$ cat config.mk
export PLATFORM = sky130hd
export DESIGN_NAME = cip_core_irq_controller
export DESIGN_NICKNAME = d
export VERILOG_FILES = /design/src/rtl/cip_pkg.sv /design/src/rtl/cip_core_irq_controller.sv
export SDC_FILE = /design/constraint.sdc
export NUM_CORES = 1
export LEC_CHECK = 0
export BUFFER_PORTS_ARGS = -buffer_cell sky130_fd_sc_hd__buf_4
export CAP_MARGIN = 0
export CELL_PAD_IN_SITES_DETAIL_PLACEMENT = 0
export CELL_PAD_IN_SITES_GLOBAL_PLACEMENT = 1
export CORE_MARGIN = 2
export CORE_UTILIZATION = 46
export DETAILED_ROUTE_END_ITERATION = 16
export PLACE_DENSITY = 0.91
export SLEW_MARGIN = 20
export SYNTH_ARGS = -nofsm -noshare
export SYNTH_HDL_FRONTEND = slang
export SYNTH_SLANG_ARGS = --single-unit
$ cat constraint.sdc
create_clock -name aclk -period 8.2 [get_ports aclk]
set_clock_uncertainty 0.2 [all_clocks]
set_input_delay 0.82 -clock aclk [delete_from_list [all_inputs] [get_ports aclk]]
set_output_delay 0.82 -clock aclk [all_outputs]
set_load 0.01 [all_outputs]
$ cat src/rtl/cip_pkg.sv
package cip_pkg;

    // Register indices; byte address = 4 * index
    localparam logic [2:0] IDX_CTRL = 3'h0;
    localparam logic [2:0] IDX_STATUS = 3'h1;
    localparam logic [2:0] IDX_L0PRI = 3'h2;
    localparam logic [2:0] IDX_L1VEC = 3'h3;
    localparam logic [2:0] IDX_CORE_STAT = 3'h4;
    localparam logic [2:0] IDX_SRC_EN = 3'h5;
    localparam logic [2:0] IDX_FLAGS = 3'h6;
    localparam logic [2:0] IDX_ENGINE = 3'h7;
    localparam int REG_COUNT = 8;

    // Field positions
    localparam int CTRL_VSEL_BIT = 6;
    localparam int CTRL_CVT_BIT = 5;
    localparam int CTRL_RR_BIT = 0;
    localparam int STAT_NMI_BIT = 7;
    localparam int STAT_L1_BIT = 1;
    localparam int STAT_L0_BIT = 0;
    localparam int CORE_I_BIT = 7;

    // Reset values
    localparam logic [7:0] CTRL_RST = 8'h00;
    localparam logic [7:0] L0PRI_RST = 8'h00;
    localparam logic [7:0] L1VEC_RST = 8'h00;
    localparam logic [7:0] CORE_STAT_RST = 8'h00;

    // Entry and return cycle counts
    localparam int FINISH_CYC = 1;
    localparam int PUSH_CYC = 2;
    localparam int JUMP_LONG_CYC = 3;
    localparam int JUMP_SHORT_CYC = 2;
    localparam int WAKE_EXTRA_CYC = 5;
    localparam int RET_SHORT_CYC = 4;
    localparam int RET_LONG_CYC = 5;
    localparam int SHORT_JUMP_MAX_KB = 8;

    // Compact table vectors
    localparam logic [7:0] CVT_NMI_VEC = 8'h01;
    localparam logic [7:0] CVT_L1_VEC = 8'h02;
    localparam logic [7:0] CVT_L0_VEC = 8'h03;

    // Sleep modes
    localparam logic [1:0] SLP_IDLE = 2'h0;
    localparam logic [1:0] SLP_STANDBY = 2'h1;
    localparam logic [1:0] SLP_PDOWN = 2'h2;

    // AXI responses
    localparam logic [1:0] RESP_OKAY = 2'h0;
    localparam logic [1:0] RESP_SLVERR = 2'h2;

    typedef enum logic [6:0] {
        ST_IDLE = 7'h01,
        ST_FINISH = 7'h02,
        ST_WAKE = 7'h04,
        ST_PUSH = 7'h08,
        ST_JUMP = 7'h10,
        ST_RET = 7'h20,
        ST_RESUME = 7'h40
    } cip_state_t;

    typedef enum logic [1:0] {
        LVL_L0 = 2'h0,
        LVL_L1 = 2'h1,
        LVL_NMI = 2'h2
    } cip_level_t;

endpackage

$ cat src/rtl/cip_core_irq_controller.sv
`timescale 1ns/1ps
// Notes on behaviour
// - Grant if above the running level, else keep pending.
// - After return, one instruction runs before a grant.
// - Entry leaves the flag set; software clears it.
// - Maskable grants need global enable at one.
// - A source requests only when enabled and triggered.
// - vector_base_select picks the table base.
// - Zero: application base; one: boot base.
// - Entry: finish one, push two, jump three or two cycles.
// - Multi-cycle instructions complete before entry.
// - Wake adds five cycles plus start-up time.
// - Return takes four or five cycles.
// - Levels: non-maskable, one level 1 vector, rest level 0.
// - Level 1 preempts level 0, which then resumes.
// - Non-maskable ignores and keeps global enable.
// - Nothing preempts a non-maskable handler.
// - Lowest non-maskable vector wins.
// - Non-maskable set is fixed but needs its enable.
// - high_level_vector_reg names the level 1 vector.
// - rotate_priority_enable makes level 0 rotate.
// - Fixed: lowest wins; stored Y makes Y+1 highest.
// - Rotating: last level 0 grant stored as lowest.
// - Compact table: vectors 1, 2, 3 by level.
module cip_core_irq_controller
    import cip_pkg::*;
#(
    parameter int N_SRC = 16,
    parameter logic [31:0] NMI_MASK = 32'h00000001,
    parameter int FLASH_KB = 32,
    parameter int PC_BITS = 16,
    parameter int ADDR_W = 16,
    parameter logic [15:0] APP_BASE = 16'h0000,
    parameter logic [15:0] BOOT_BASE = 16'h0000,
    parameter logic [15:0] SU_IDLE_CYC = 16'h0000,
    parameter logic [15:0] SU_STANDBY_CYC = 16'h0004,
    parameter logic [15:0] SU_PDOWN_CYC = 16'h0008
)(
    input wire logic aclk, // Clock
    input wire logic aresetn, // Synchronous reset, active low
    input wire logic [7:0] s_axi_awaddr, // Write address
    input wire logic s_axi_awvalid, // Write address valid
    output logic s_axi_awready, // Write address ready
    input wire logic [31:0] s_axi_wdata, // Write data
    input wire logic [3:0] s_axi_wstrb, // Write byte strobes
    input wire logic s_axi_wvalid, // Write data valid
    output logic s_axi_wready, // Write data ready
    output logic [1:0] s_axi_bresp, // Write response
    output logic s_axi_bvalid, // Write response valid
    input wire logic s_axi_bready, // Write response ready
    input wire logic [7:0] s_axi_araddr, // Read address
    input wire logic s_axi_arvalid, // Read address valid
    output logic s_axi_arready, // Read address ready
    output logic [31:0] s_axi_rdata, // Read data
    output logic [1:0] s_axi_rresp, // Read response
    output logic s_axi_rvalid, // Read data valid
    input wire logic s_axi_rready, // Read data ready
    input wire logic [N_SRC-1:0] irq_cond, // Peripheral condition events
    input wire logic insn_done, // Core finished an instruction
    input wire logic core_sleeping, // Core is asleep
    input wire logic [1:0] sleep_mode, // Selected sleep mode
    input wire logic return_from_irq, // Core executed a return
    output logic core_hold, // Core stalled by entry or return sequence
    output logic irq_enter, // Pulse: core jumps to handler_addr
    output logic [ADDR_W-1:0] handler_addr, // Handler vector address
    output logic [7:0] irq_vector, // Vector number taken
    output logic [1:0] irq_level // Level of vector taken
);

    localparam int IDXW = (N_SRC > 1) ? $clog2(N_SRC) : 1;
    localparam logic [N_SRC-1:0] NMI_SET = NMI_MASK[N_SRC-1:0];
    localparam int JUMP_CYC = (FLASH_KB > SHORT_JUMP_MAX_KB) ? JUMP_LONG_CYC : JUMP_SHORT_CYC;
    localparam int RET_CYC = (PC_BITS > 16) ? RET_LONG_CYC : RET_SHORT_CYC;
    localparam logic [ADDR_W-1:0] VEC_STEP = (FLASH_KB > SHORT_JUMP_MAX_KB) ? ADDR_W'(2) : ADDR_W'(1);

    // Search starts at index y (vector y+1), wrapping
    function automatic logic [IDXW:0] pick_rot(input logic [N_SRC-1:0] r, input logic [7:0] y);
        logic [IDXW:0] res;
        int v;
        res = '0;
        for (int k = 0; k < N_SRC; k++)
        begin
            v = (int'(y) + k) % N_SRC;
            if (!res[IDXW] && r[v])
                res = {1'b1, IDXW'(v)};
        end
        return res;
    endfunction

    function automatic logic [31:0] byte_mask(input logic [3:0] s);
        return {{8{s[3]}}, {8{s[2]}}, {8{s[1]}}, {8{s[0]}}};
    endfunction

    cip_state_t state_q;
    logic [15:0] cnt_q;
    logic [7:0] ctrl_q;
    logic [7:0] l0pri_q;
    logic [7:0] l1vec_q;
    logic [7:0] core_stat_q;
    logic [N_SRC-1:0] src_en_q;
    logic [N_SRC-1:0] flags_q;
    logic nmi_ex_q;
    logic l1_ex_q;
    logic l0_ex_q;
    logic [IDXW-1:0] sel_idx_q;
    cip_level_t sel_lvl_q;
    logic irq_enter_q;
    logic [ADDR_W-1:0] handler_addr_q;
    logic [7:0] irq_vector_q;
    logic [1:0] irq_level_q;

    logic aw_hold_q;
    logic w_hold_q;
    logic [7:0] awaddr_q;
    logic [31:0] wdata_q;
    logic [3:0] wstrb_q;
    logic bvalid_q;
    logic [1:0] bresp_q;
    logic rvalid_q;
    logic [31:0] rdata_q;
    logic [1:0] rresp_q;

    // One write and one read at a time
    logic do_wr;
    logic [2:0] wr_idx;
    logic wr_ok;
    logic [31:0] wmask;
    logic [31:0] wval;
    logic [2:0] rd_idx;
    logic rd_ok;
    logic [31:0] rd_val;

    assign s_axi_awready = !aw_hold_q && !bvalid_q;
    assign s_axi_wready = !w_hold_q && !bvalid_q;
    assign s_axi_arready = !rvalid_q;
    assign s_axi_bvalid = bvalid_q;
    assign s_axi_bresp = bresp_q;
    assign s_axi_rvalid = rvalid_q;
    assign s_axi_rdata = rdata_q;
    assign s_axi_rresp = rresp_q;

    assign do_wr = aw_hold_q && w_hold_q && !bvalid_q;
    assign wr_idx = awaddr_q[4:2];
    assign wr_ok = (awaddr_q[7:5] == 3'h0) && (awaddr_q[1:0] == 2'h0);
    assign wmask = byte_mask(wstrb_q);
    assign wval = wdata_q & wmask;
    assign rd_idx = s_axi_araddr[4:2];
    assign rd_ok = (s_axi_araddr[7:5] == 3'h0) && (s_axi_araddr[1:0] == 2'h0);

    function automatic logic wr_hit(input logic [2:0] idx);
        return do_wr && wr_ok && (wr_idx == idx) && wstrb_q[0];
    endfunction

    always_ff @(posedge aclk)
    begin
        if (!aresetn)
        begin
            aw_hold_q <= 1'b0;
            awaddr_q <= 8'h00;
        end
        else if (s_axi_awvalid && s_axi_awready)
        begin
            aw_hold_q <= 1'b1;
            awaddr_q <= s_axi_awaddr;
        end
        else if (do_wr)
            aw_hold_q <= 1'b0;
    end

    always_ff @(posedge aclk)
    begin
        if (!aresetn)
        begin
            w_hold_q <= 1'b0;
            wdata_q <= 32'h00000000;
            wstrb_q <= 4'h0;
        end
        else if (s_axi_wvalid && s_axi_wready)
        begin
            w_hold_q <= 1'b1;
            wdata_q <= s_axi_wdata;
            wstrb_q <= s_axi_wstrb;
        end
        else if (do_wr)
            w_hold_q <= 1'b0;
    end

    always_ff @(posedge aclk)
    begin
        if (!aresetn)
        begin
            bvalid_q <= 1'b0;
            bresp_q <= RESP_OKAY;
        end
        else if (do_wr)
        begin
            bvalid_q <= 1'b1;
            bresp_q <= wr_ok ? RESP_OKAY : RESP_SLVERR;
        end
        else if (s_axi_bready)
            bvalid_q <= 1'b0;
    end

    always_comb
    begin
        rd_val = 32'h00000000;
        unique case (rd_idx)
            IDX_CTRL: rd_val[7:0] = ctrl_q;
            IDX_STATUS:
            begin
                rd_val[STAT_NMI_BIT] = nmi_ex_q;
                rd_val[STAT_L1_BIT] = l1_ex_q;
                rd_val[STAT_L0_BIT] = l0_ex_q;
            end
            IDX_L0PRI: rd_val[7:0] = l0pri_q;
            IDX_L1VEC: rd_val[7:0] = l1vec_q;
            IDX_CORE_STAT: rd_val[7:0] = core_stat_q;
            IDX_SRC_EN: rd_val[N_SRC-1:0] = src_en_q;
            IDX_FLAGS: rd_val[N_SRC-1:0] = flags_q;
            IDX_ENGINE: rd_val[6:0] = state_q;
        endcase
    end

    always_ff @(posedge aclk)
    begin
        if (!aresetn)
        begin
            rvalid_q <= 1'b0;
            rdata_q <= 32'h00000000;
            rresp_q <= RESP_OKAY;
        end
        else if (s_axi_arvalid && s_axi_arready)
        begin
            rvalid_q <= 1'b1;
            rdata_q <= rd_ok ? rd_val : 32'h00000000;
            rresp_q <= rd_ok ? RESP_OKAY : RESP_SLVERR;
        end
        else if (s_axi_rready)
            rvalid_q <= 1'b0;
    end

    // Arbitration
    logic [N_SRC-1:0] req;
    logic [N_SRC-1:0] nmi_req;
    logic [N_SRC-1:0] l1_req;
    logic [N_SRC-1:0] l0_req;
    logic [IDXW:0] nmi_pick;
    logic [IDXW:0] l1_pick;
    logic [IDXW:0] l0_pick;
    logic gie;
    logic grant_nmi;
    logic grant_l1;
    logic grant_l0;
    logic grant_any;

    assign req = flags_q & src_en_q;
    assign gie = core_stat_q[CORE_I_BIT];

    for (genvar i = 0; i < N_SRC; i++)
    begin : g_lvl
        localparam logic [7:0] VEC = 8'(i + 1);
        assign nmi_req[i] = req[i] && NMI_SET[i];
        assign l1_req[i] = req[i] && !NMI_SET[i] && (l1vec_q == VEC);
        assign l0_req[i] = req[i] && !NMI_SET[i] && (l1vec_q != VEC);
    end

    assign nmi_pick = pick_rot(nmi_req, 8'h00);
    assign l1_pick = pick_rot(l1_req, 8'h00);
    assign l0_pick = pick_rot(l0_req, l0pri_q);

    // A running NMI handler blocks everything; level 1 blocks level 0
    assign grant_nmi = nmi_pick[IDXW] && !nmi_ex_q;
    assign grant_l1 = l1_pick[IDXW] && gie && !nmi_ex_q && !l1_ex_q;
    assign grant_l0 = l0_pick[IDXW] && gie && !nmi_ex_q && !l1_ex_q && !l0_ex_q;
    assign grant_any = grant_nmi || grant_l1 || grant_l0;

    // Entry and return sequencer
    logic [15:0] wake_cyc;
    always_comb
    begin
        unique case (sleep_mode)
            SLP_IDLE: wake_cyc = SU_IDLE_CYC;
            SLP_STANDBY: wake_cyc = SU_STANDBY_CYC;
            SLP_PDOWN: wake_cyc = SU_PDOWN_CYC;
            default: wake_cyc = SU_PDOWN_CYC;
        endcase
    end

    always_ff @(posedge aclk)
    begin
        if (!aresetn)
        begin
            state_q <= ST_IDLE;
            cnt_q <= 16'h0000;
        end
        else
        begin
            unique case (state_q)
                ST_IDLE:
                begin
                    if (return_from_irq)
                    begin
                        state_q <= ST_RET;
                        cnt_q <= 16'(RET_CYC - 1);
                    end
                    else if (grant_any)
                        state_q <= ST_FINISH;
                end
                ST_FINISH:
                begin
                    // Done also covers multi-cycle instructions
                    if (core_sleeping)
                    begin
                        state_q <= ST_WAKE;
                        cnt_q <= 16'(WAKE_EXTRA_CYC - 1) + wake_cyc;
                    end
                    else if (insn_done)
                    begin
                        state_q <= ST_PUSH;
                        cnt_q <= 16'(PUSH_CYC - 1);
                    end
                end
                ST_WAKE:
                begin
                    if (cnt_q == 16'h0000)
                    begin
                        state_q <= ST_PUSH;
                        cnt_q <= 16'(PUSH_CYC - 1);
                    end
                    else
                        cnt_q <= cnt_q - 16'h0001;
                end
                ST_PUSH:
                begin
                    if (cnt_q == 16'h0000)
                    begin
                        state_q <= ST_JUMP;
                        cnt_q <= 16'(JUMP_CYC - 1);
                    end
                    else
                        cnt_q <= cnt_q - 16'h0001;
                end
                ST_JUMP:
                begin
                    if (cnt_q == 16'h0000)
                        state_q <= ST_IDLE;
                    else
                        cnt_q <= cnt_q - 16'h0001;
                end
                ST_RET:
                begin
                    if (cnt_q == 16'h0000)
                        state_q <= ST_RESUME;
                    else
                        cnt_q <= cnt_q - 16'h0001;
                end
                ST_RESUME:
                begin
                    if (insn_done)
                        state_q <= ST_IDLE;
                end
            endcase
        end
    end

    assign core_hold = (state_q == ST_WAKE) || (state_q == ST_PUSH) || (state_q == ST_JUMP) || (state_q == ST_RET);

    // Winner frozen so a late request cannot swap it
    always_ff @(posedge aclk)
    begin
        if (!aresetn)
        begin
            sel_idx_q <= '0;
            sel_lvl_q <= LVL_L0;
        end
        else if (state_q == ST_IDLE && !return_from_irq && grant_any)
        begin
            if (grant_nmi)
            begin
                sel_idx_q <= nmi_pick[IDXW-1:0];
                sel_lvl_q <= LVL_NMI;
            end
            else if (grant_l1)
            begin
                sel_idx_q <= l1_pick[IDXW-1:0];
                sel_lvl_q <= LVL_L1;
            end
            else
            begin
                sel_idx_q <= l0_pick[IDXW-1:0];
                sel_lvl_q <= LVL_L0;
            end
        end
    end

    logic entering;
    logic returned;
    assign entering = (state_q == ST_JUMP) && (cnt_q == 16'h0000);
    assign returned = (state_q == ST_RET) && (cnt_q == 16'h0000);

    // Executing flags act as the level stack
    always_ff @(posedge aclk)
    begin
        if (!aresetn)
        begin
            nmi_ex_q <= 1'b0;
            l1_ex_q <= 1'b0;
            l0_ex_q <= 1'b0;
        end
        else if (state_q == ST_FINISH && (insn_done || core_sleeping))
        begin
            nmi_ex_q <= nmi_ex_q || (sel_lvl_q == LVL_NMI);
            l1_ex_q <= l1_ex_q || (sel_lvl_q == LVL_L1);
            l0_ex_q <= l0_ex_q || (sel_lvl_q == LVL_L0);
        end
        else if (returned)
        begin
            if (nmi_ex_q)
                nmi_ex_q <= 1'b0;
            else if (l1_ex_q)
                l1_ex_q <= 1'b0;
            else
                l0_ex_q <= 1'b0;
        end
    end

    logic [7:0] sel_vec;
    logic [7:0] out_vec;
    assign sel_vec = 8'(sel_idx_q) + 8'h01;

    always_comb
    begin
        out_vec = sel_vec;
        if (ctrl_q[CTRL_CVT_BIT])
        begin
            unique case (sel_lvl_q)
                LVL_NMI: out_vec = CVT_NMI_VEC;
                LVL_L1: out_vec = CVT_L1_VEC;
                default: out_vec = CVT_L0_VEC;
            endcase
        end
    end

    always_ff @(posedge aclk)
    begin
        if (!aresetn)
        begin
            irq_enter_q <= 1'b0;
            handler_addr_q <= '0;
            irq_vector_q <= 8'h00;
            irq_level_q <= 2'h0;
        end
        else
        begin
            irq_enter_q <= entering;
            if (entering)
            begin
                handler_addr_q <= (ctrl_q[CTRL_VSEL_BIT] ? ADDR_W'(BOOT_BASE) : ADDR_W'(APP_BASE))
                    + ADDR_W'(out_vec) * VEC_STEP;
                irq_vector_q <= out_vec;
                irq_level_q <= sel_lvl_q;
            end
        end
    end

    assign irq_enter = irq_enter_q;
    assign handler_addr = handler_addr_q;
    assign irq_vector = irq_vector_q;
    assign irq_level = irq_level_q;

    // Configuration registers
    always_ff @(posedge aclk)
    begin
        if (!aresetn)
            ctrl_q <= CTRL_RST;
        else if (wr_hit(IDX_CTRL))
        begin
            ctrl_q[CTRL_VSEL_BIT] <= wdata_q[CTRL_VSEL_BIT];
            ctrl_q[CTRL_CVT_BIT] <= wdata_q[CTRL_CVT_BIT];
            ctrl_q[CTRL_RR_BIT] <= wdata_q[CTRL_RR_BIT];
        end
    end

    always_ff @(posedge aclk)
    begin
        if (!aresetn)
            l0pri_q <= L0PRI_RST;
        else if (entering && ctrl_q[CTRL_RR_BIT] && sel_lvl_q == LVL_L0)
            l0pri_q <= 8'(sel_idx_q) + 8'h01;
        else if (wr_hit(IDX_L0PRI))
            l0pri_q <= wdata_q[7:0];
    end

    always_ff @(posedge aclk)
    begin
        if (!aresetn)
            l1vec_q <= L1VEC_RST;
        else if (wr_hit(IDX_L1VEC))
            l1vec_q <= wdata_q[7:0];
    end

    // Entry never touches global enable
    always_ff @(posedge aclk)
    begin
        if (!aresetn)
            core_stat_q <= CORE_STAT_RST;
        else if (wr_hit(IDX_CORE_STAT))
            core_stat_q <= wdata_q[7:0];
    end

    always_ff @(posedge aclk)
    begin
        if (!aresetn)
            src_en_q <= '0;
        else if (do_wr && wr_ok && wr_idx == IDX_SRC_EN)
            src_en_q <= (src_en_q & ~wmask[N_SRC-1:0]) | wval[N_SRC-1:0];
    end

    // Write-one clears; a same-cycle event wins
    always_ff @(posedge aclk)
    begin
        if (!aresetn)
            flags_q <= '0;
        else if (do_wr && wr_ok && wr_idx == IDX_FLAGS)
            flags_q <= (flags_q & ~wval[N_SRC-1:0]) | irq_cond;
        else
            flags_q <= flags_q | irq_cond;
    end

endmodule // cip_core_irq_controller

==> results_dict.tcl, run 1 <==
set metrics [dict create \
    mostFrequentLayoutCell "nand2_1" \
    cp_common_cell "nor3_1" \
    clk_latency_ps 430 \
    initial_utilization_pct 46.72 \
    grt_usage_pct 26.33 \
    critPathTopFamily "simple AND/OR/NAND/NOR gates" \
    holdWs_ps 249.5 \
    synth_cell_types 88 \
    fmaxAchievable_mhz 156.4 \
    ctsRootBufferMaster "clkbuf_16" \
    n_antenna_cell 0 \
    dpl.hpwl_um 21580 \
    grt_setup_unrepaired "no" \
    io_buffer_count 98 \
    drive_gt1_share_pct 15.48 \
    use_met3_pct 4.030 \
    hold_buffers 0 \
    hp-class "register to register" \
    cts_buffers 17 \
    cts.sinks 147 \
    cpPeakStageDelay_ps 800 \
    cts_resized 0 \
    total_leakage_power_nw 4.137 \
    rows 53 \
    dieHeight_um 150.1 \
    synth.avg_cell_area_um2 7.801 \
    critPathKind "register to register" \
    worst_pin_slew_ps 1078 \
    die_w_um 150.1 \
    synth_area_um2 9822 \
    hold_viol_final 0 \
    antenna_left 0 \
    final.min_clock_period_ps 6393 \
    finish.utilization_pct 53.18 \
    final_nets 1401 \
    vias 9699 \
    synth-edff-count 0 \
    post-cts-setup-buffers 0 \
    grt_overflow 0 \
    top_usage_layer "met2" \
    slew_violations 0 \
    finalPower_mw 1.820 \
    cp-start-kind "register" \
    slowest_stage "ha_1" \
    crit_chain "buf_4 > clkinv_1 > ha_1 > inv_1 > a2111oi_0 > nor3_1 > mux2i_1 > mux2i_2 > nand3_2 > nor3_1 > nand3_1 > and4_4 > a211o_1 > o21ai_2" \
    arrival_ps 6550 \
    async_flop_share_pct 0 \
    layout_common_cells "nand2_1 (223), dfxtp_1 (147), a21oi_1 (142)" \
    ir_drop_uv 134.0 \
    die_area_um2 22540 \
    syn_inst 1259 \
    yosysWarnings 0 \
    synth-seq-area-share_pct 29.96 \
    place_congestion 0.9042 \
    vias_per_cell 6.066 \
    max-slew-margin-rel_pct 28.12 \
    routed_wirelength_um 29570 \
    synth_ff_type "dfxtp_1" \
    cts_tree "yes" \
    yosys_register_bits 147 \
    path_buf_inv 3 \
    grt_pass1_vias 8861 \
    drc 0 \
    ioPinCount 149 \
    grtUsageMet1_pct 37.47 \
    antenna_found_initial 0 \
    setup_viol 0 \
    critPathCaptureType "register" \
    grt_pass1_wl_um 47220 \
    place_inst 1566 \
    final-instance-count-excl-fill 1599 \
    power.density_nw_per_um2 162.8 \
    cap_violations 0 \
    dr.pass1.iters 6 \
    drt_iter0_drc 1025 \
    fin_setup_tns_ps 0 \
    core_area_um2 21020 \
    worstPathRequired_ps 8350 \
    wl_per_cell_um 18.49 \
    grt_start_max_net_pins 103 \
    cp_max_fo 33 \
    syn_to_final_growth_pct 13.82 \
    status "finished clean" \
    cts_max_level 4 \
    clockBufferDepth 2 \
    clk_pin_slew_worst_paths_ps 70 \
    grt_use_met2_pct 40.82 \
    timing.final.crit_share_pct 77.97 \
]
## routing by layer
layer | vias up | share of wire (%)
met5 | - | 0
met4 | 0 | 2.5
met3 | 57 | 6.7
met2 | 406 | 45
met1 | 4558 | 45
li1 | 4678 | -
## logic make-up after synthesis
kind of cell	count (synthesis)	synth area share, %
AO/OA/AOI/OAI	337	22.65
other	1	0.03818
AND/OR/NAND/NOR	528	25.55
flip-flops	147	29.96
buffers and inverters	128	6.408
multiplexers	82	11.80
adder cells (fa/ha/maj)	10	1.274
XOR/XNOR	26	2.318
## worst register-to-register path, stage by stage, from the launching register on
cell and delay [ps]:
dfxtp_1 310, buf_4 410, clkinv_1 690, ha_1 810, inv_1 570, a2111oi_0 130
nor3_1 750, mux2i_1 230, mux2i_2 360, nand3_2 300, nor3_1 710, nand3_1 240
and4_4 220, a211o_1 300, o21ai_2 110
## stage by stage
stage                     area, µm²  setup slack [ps]
final                         11180              1807
after floorplan                9938              3561
after detailed placement      10560              1935
after global placement        10560              2030
after CTS                     11170              1927
after global routing          11180              1384
## cell usage after synthesis, drive strengths merged (11+ instances only)
master | number | area share, %
a211oi | 14 | 1.2
a21oi | 142 | 7.2
and3 | 14 | 0.89
buf | 49 | 3.4
clkbuf | 59 | 2.3
dfxtp | 147 | 30
inv | 16 | 0.61
mux2i | 49 | 5.0
mux4 | 26 | 6.0
nand2 | 224 | 8.6
nand2b | 14 | 0.89
nand3 | 41 | 2.1
nor2 | 111 | 4.2
nor2b | 13 | 0.83
nor3 | 28 | 1.4
nor4 | 11 | 0.92
o21ai | 46 | 2.4
o31ai | 12 | 1.2
or3 | 15 | 1.0
xnor2 | 17 | 1.5
## area by class of cell
type / instances / area (µm²)
fillers: 2024 / 9842
multi-input cells: 1015 / 6380
flip-flops and latches: 147 / 2943
repair buffers: 110 / 832.0
clock buffers: 17 / 425.4
well taps: 275 / 344.1
clock inverters: 15 / 178.9
inverters: 20 / 76.32
## worst paths after layout
kind	slack (ps)	endpoint	start	cells after the start
setup / recovery	1810	sel_idx_q[0]	l0pri_q[0]	14
hold / removal	250	awaddr_q[7]	awaddr_q[7]	2
setup reg to reg	1810	sel_idx_q[0]	l0pri_q[0]	14
hold reg to reg	250	awaddr_q[7]	awaddr_q[7]	2
## power by group
group | internal, mW | total (mW) | switching, mW
combinational | 0.0998 | 0.249 | 0.149
clock | 0.414 | 0.783 | 0.369
sequential | 0.748 | 0.788 | 0.0399
total | 1.26 | 1.82 | 0.558
No activity file was read; power rests on OpenSTA's default activity.
==> run 2: changes to the inputs <==
--- a/config.mk
+++ b/config.mk
@@ -10,9 +10,9 @@
 export CELL_PAD_IN_SITES_DETAIL_PLACEMENT = 0
 export CELL_PAD_IN_SITES_GLOBAL_PLACEMENT = 1
 export CORE_MARGIN = 2
-export CORE_UTILIZATION = 46
+export CORE_UTILIZATION = 43
 export DETAILED_ROUTE_END_ITERATION = 16
-export PLACE_DENSITY = 0.91
+export PLACE_DENSITY = 0.87
 export SLEW_MARGIN = 20
 export SYNTH_ARGS = -nofsm -noshare
 export SYNTH_HDL_FRONTEND = slang
==> constraint.sdc (replaced) <==
create_clock -name aclk -period 6.05 [get_ports aclk]
set_clock_uncertainty 0.2 [all_clocks]
set_input_delay 0.605 -clock aclk [delete_from_list [all_inputs] [get_ports aclk]]
set_output_delay 0.605 -clock aclk [all_outputs]
set_load 0.01 [all_outputs]
==> results_dict.tcl, run 2 (synthesis gave the netlist of run 1 again) <==
set metrics [dict create \
    hp-class "input port to register" \
    clk_latency_ps 440 \
    cp_max_fo 17 \
    dr.pass1.iters 5 \
    grt_pass1_vias 8926 \
    drc 0 \
    antenna_left 0 \
    use_met3_pct 3.705 \
    place_congestion 0.9189 \
    setup_viol 0 \
    grt_use_met2_pct 38.84 \
    timing.final.crit_share_pct 84.20 \
    final_nets 1417 \
    dpl.hpwl_um 22100 \
    total_leakage_power_nw 4.198 \
    ioPinCount 149 \
    cts_tree "yes" \
    cts_buffers 17 \
    clockBufferDepth 2 \
    initial_utilization_pct 43.65 \
    path_buf_inv 0 \
    drive_gt1_share_pct 16.42 \
    rows 55 \
    holdPathStages 2 \
    cts_max_level 4 \
    grt_pass1_wl_um 47440 \
    fmaxAchievable_mhz 196.3 \
    r2r_start "l1vec_q[4]" \
    hold_end "s_axi_rvalid" \
    post-cts-setup-buffers 0 \
    antenna_found_initial 0 \
    critPathKind "register to register" \
    slowest_stage "o311ai_0" \
    grt_start_max_net_pins 64 \
    reg2regPathDepth 11 \
    cp-start-kind "register" \
    worstPathRequired_ps 6210 \
    final.min_clock_period_ps 5094 \
    drt_iter0_drc 817 \
    max-slew-margin-rel_pct 31.03 \
    ir_drop_uv 130.1 \
    dp_slack_ps 1022 \
    r2r_end "sel_idx_q[0]" \
    die_w_um 155.1 \
    critPathTopFamily "simple AND/OR/NAND/NOR gates" \
    hold_viol_final 0 \
    r2r_setup_slack_ps 960 \
    mostFrequentLayoutCell "nand2_1" \
    dieHeight_um 155.1 \
    layout_common_cells "nand2_1 (223), dfxtp_1 (147), a21oi_1 (142)" \
    fill_cells 2212 \
    n_antenna_cell 0 \
    crit_chain "or4_1 > o311ai_0 > mux4_2 > o2bb2ai_1 > a21oi_1 > nand3_2 > or3_4 > or3_1 > and3_1 > a211o_1 > o21ai_2" \
    clk_pin_slew_worst_paths_ps 60 \
    cts.sinks 147 \
    ctsRootBufferMaster "clkbuf_16" \
    worst_pin_slew_ps 1027 \
    routed_wirelength_um 29560 \
    arrival_ps 5250 \
    slew_violations 0 \
    hold_start "s_axi_rready" \
    core_area_um2 22500 \
    grt_overflow 0 \
    vias 9733 \
    grtUsageMet1_pct 34.13 \
    syn_to_final_growth_pct 14.78 \
    fin_setup_tns_ps 0 \
    cap_violations 0 \
    critPathCaptureType "register" \
    vias_per_cell 5.990 \
    finish.utilization_pct 50.10 \
    fin_ws_ps 955.8 \
    die_area_um2 24070 \
    hold_buffers 0 \
    grt_setup_unrepaired "no" \
    cpPeakStageDelay_ps 900 \
    io_buffer_count 98 \
    wl_per_cell_um 18.19 \
    status "finished clean" \
    power.density_nw_per_um2 215.4 \
    grt_usage_pct 24.39 \
    top_usage_layer "met2" \
    cts_resized 0 \
]
==> run 2: report_power, final <==
part	switching, mW	total (mW)	leakage (nW)	internal, mW
Sequential	0.0533	1.07	1.20	1.01
Clock	0.471	1.03	0.287	0.557
Combinational	0.197	0.332	2.71	0.135
==> run 2: layout make-up <==
cell class	instances	area, µm²	area share [%]
tap	285	356.6	3.163
clock buffer	18	439.2	3.896
sequential	147	2943	26.10
timing repair buffer	126	945.9	8.391
multi-input combinational	1015	6376	56.56
clock inverter	14	136.4	1.210
inverter	20	76.32	0.6770
==> run 2: worst max-delay path by stage <==
stage	startpoint	endpoint	slack, ps	depth (start not counted)
final	l1vec_q[4]	sel_idx_q[0]	960	11
after global routing	l1vec_q[4]	sel_idx_q[0]	600	11
after detailed placement	l1vec_q[4]	sel_idx_q[0]	1020	11
after CTS	l1vec_q[4]	sel_idx_q[0]	1030	11
after global placement	l1vec_q[4]	sel_idx_q[0]	1120	11
after floorplan	l0pri_q[0]	sel_idx_q[0]	1410	15
==> run 2: metal layers <==
| layer | routed length (µm) | vias up | part of all wire [%] |
|---|---|---|---|
| li1 | - | 4713 | - |
| met1 | 13480 | 4549 | 46 |
| met2 | 13390 | 411 | 45 |
| met3 | 2004 | 60 | 6.8 |
| met4 | 684 | 0 | 2.3 |
| met5 | 0 | - | 0 |
==> run 2: through the flow <==
| step | power, mW | instance area (µm²) | hold WS, ps | instances |
|---|---|---|---|---|
| after floorplan | 1.327 | 9938 | 227.1 | 1290 |
| after global placement | 1.413 | 10700 | 237.2 | 1593 |
| after detailed placement | 1.419 | 10700 | 244.7 | 1593 |
| after CTS | 2.443 | 11270 | 147.1 | 1625 |
| after global routing | 2.534 | 11270 | 171.6 | 1625 |
| final | 2.428 | 11270 | 153.5 | 1625 |
==> run 3: changes to the inputs <==
--- a/config.mk
+++ b/config.mk
@@ -5,14 +5,15 @@
 export SDC_FILE = /design/constraint.sdc
 export NUM_CORES = 1
 export LEC_CHECK = 0
+export ABC_AREA = 1
 export BUFFER_PORTS_ARGS = -buffer_cell sky130_fd_sc_hd__buf_4
 export CAP_MARGIN = 0
 export CELL_PAD_IN_SITES_DETAIL_PLACEMENT = 0
 export CELL_PAD_IN_SITES_GLOBAL_PLACEMENT = 1
 export CORE_MARGIN = 2
-export CORE_UTILIZATION = 43
+export CORE_UTILIZATION = 36
 export DETAILED_ROUTE_END_ITERATION = 16
-export PLACE_DENSITY = 0.87
+export PLACE_DENSITY = 0.81
 export SLEW_MARGIN = 20
 export SYNTH_ARGS = -nofsm -noshare
 export SYNTH_HDL_FRONTEND = slang
==> constraint.sdc (replaced) <==
create_clock -name aclk -period 4.25 [get_ports aclk]
set_clock_uncertainty 0.2 [all_clocks]
set_input_delay 0.425 -clock aclk [delete_from_list [all_inputs] [get_ports aclk]]
set_output_delay 0.425 -clock aclk [all_outputs]
set_load 0.01 [all_outputs]
==> results_dict.tcl, run 3 <==
set metrics [dict create \
    status "finished clean" \
    grt_start_max_net_pins 87 \
    final.min_clock_period_ps 3861 \
    arrival_ps 3970 \
    synth-edff-count 0 \
    worst_pin_slew_ps 805.6 \
    worstPathRequired_ps 4360 \
    yosysWarnings 0 \
    grt_usage_pct 21.10 \
    r2r_start "l0pri_q[2]" \
    cts_resized 0 \
    cts_buffers 17 \
    core_area_um2 25250 \
    reg2regPathDepth 21 \
    ir_drop_uv 293.9 \
    rows 58 \
    cts.sinks 147 \
    hold_viol_final 0 \
    max-slew-margin-rel_pct 46.15 \
    cts_tree "yes" \
    yosys_register_bits 147 \
    slew_violations 0 \
    antenna_left 0 \
    r2r_end "state_q[1]" \
    die_w_um 164.4 \
    layout_common_cells "nand2_1 (219), inv_1 (206), nor2_1 (158)" \
    crit_end "state_q[1]" \
    ioPinCount 149 \
    netlist_top_cells_area "dfxtp_1 (32%), nand2_1 (8.9%), inv_1 (8.3%), nand3_1 (7.8%), nor2_1 (6.4%)" \
    dr.pass1.iters 7 \
    grt_pass1_wl_um 44900 \
    total_leakage_power_nw 4.875 \
    final_cell_area_um2 10800 \
    cp_max_fo 10 \
    cap_violations 0 \
    placed_area_um2 10230 \
    ctsRootBufferMaster "clkbuf_16" \
    vias 9459 \
    synth_area_um2 9264 \
    dieHeight_um 164.4 \
    holdWs_ps 13.81 \
    grt_overflow 0 \
    syn_to_final_growth_pct 16.60 \
    dpl.hpwl_um 22180 \
    critPathCaptureType "register" \
    synth-seq-area-share_pct 31.77 \
    antenna_found_initial 0 \
    drc 0 \
    grt_pass1_vias 8594 \
    grt_setup_unrepaired "no" \
    drt_iter0_drc 704 \
    yosysMostFrequentCell "nand2_1" \
    clockBufferDepth 2 \
    async_flop_share_pct 0 \
    post-cts-setup-buffers 0 \
    fin_ws_ps 389.2 \
    fmaxAchievable_mhz 259.0 \
    hold_buffers 0 \
    synth_top_area_cell "dfxtp_1" \
    io_buffer_count 98 \
    setup_viol 0 \
    place_congestion 0.9200 \
    synth.avg_cell_area_um2 6.524 \
    power.density_nw_per_um2 377.9 \
    final-instance-count-excl-fill 1854 \
    clk_pin_slew_worst_paths_ps 70 \
    cp-start-kind "register" \
    routed_wirelength_um 28740 \
    vias_per_cell 5.102 \
    synth_ff_type "dfxtp_1" \
    critPathKind "register to register" \
    die_area_um2 27030 \
    dp_slack_ps 377.9 \
    ys_top_cells_by_count "nand2_1 (219), inv_1 (206), nor2_1 (158)" \
    wl_per_cell_um 15.50 \
    n_antenna_cell 0 \
    startpoint "l0pri_q[2]" \
    final_nets 1601 \
    mostFrequentLayoutCell "nand2_1" \
    fill_cells 2761 \
    r2r_setup_slack_ps 390 \
    fin_setup_tns_ps 0 \
    yosysTopAreaCellShare_pct 31.77 \
    drive_gt1_share_pct 14.11 \
    timing.final.crit_share_pct 90.84 \
    clk_latency_ps 430 \
    syn_inst 1420 \
    synth_cell_types 49 \
    hp-class "input port to register" \
    cts_max_level 4 \
    place_inst 1822 \
    initial_utilization_pct 36.68 \
]
-- run 3: worst max-delay path, cell delays in order, from the launching register on --
cell and delay (ps):
dfxtp_1 760, ha_1 300, nor2_1 80, nor2_4 190, nand2_1 70, o21a_1 150, inv_1 130, nand3_1 100
nand2_2 120, nand4_2 160, nor2_4 180, nand4_2 130, nor2_4 180, nand4_2 140, nor2_4 180, nand4_1 130
nand2_2 120, nand3_2 110, nand2_2 110, inv_2 40, a21oi_1 110, nor2_1 50
-- run 3: how the worst min path moves through the flow --
| stage | startpoint | end | depth (start not counted) |
|---|---|---|---|
| CTS | irq_cond[10] | flags_q[10] | 3 |
| global placement | cnt_q[11] | cnt_q[11] | 1 |
| detailed placement | l0pri_q[7] | l0pri_q[7] | 2 |
| finish | irq_cond[10] | flags_q[10] | 3 |
| global route | irq_cond[11] | flags_q[11] | 3 |
| floorplan | cnt_q[11] | cnt_q[11] | 1 |
-- run 3: routing by layer --
| metal | vias up | wire length, µm | global-route usage, % |
|---|---|---|---|
| met5 | - | 0 | 0 |
| met4 | 0 | 502 | 5.968 |
| met3 | 31 | 1172 | 2.109 |
| li1 | 4842 | - | - |
| met1 | 4363 | 13070 | 27.70 |
| met2 | 223 | 13990 | 36.76 |
-- run 3: power by group --
| group | internal (mW) | switching [mW] |
|---|---|---|
| Sequential | 1.50 | 0.105 |
| Clock | 0.826 | 0.647 |
| Combinational | 0.349 | 0.660 |
| Total | 2.67 | 1.41 |
-- run 3: logic make-up (layout without fill, tap and decap cells) --
logic type / count (synthesis) / after routing / synth area share [%]
and+or+nand+nor: 635 / 635 / 32.33
DFF: 147 / 147 / 31.77
buffers and inverters: 300 / 373 / 14.13
other: 1 / 32 / 0.04048
adders and majority gates: 10 / 10 / 1.351
AOI/OAI and AO/OA: 315 / 315 / 18.96
xor gates and xnor gates: 12 / 12 / 1.418
-- run 3: final cells by class --
type	count	area, µm²	share of cell area [%]
inverters	222	840.8	7.784
clock buffers	18	429.2	3.973
flip-flops and latches	147	2943	27.24
multi-input cells	1004	5140	47.58
well taps	330	412.9	3.823
clock inverters	14	142.6	1.321
repair buffers	119	893.4	8.271
-- run 3: metrics by stage --
stage	total power [mW]	util, %
detailed placement	2.625	40.51
finish	4.082	42.77
global route	4.319	42.77
floorplan	2.321	-
global placement	2.608	40.48
CTS	4.095	42.77
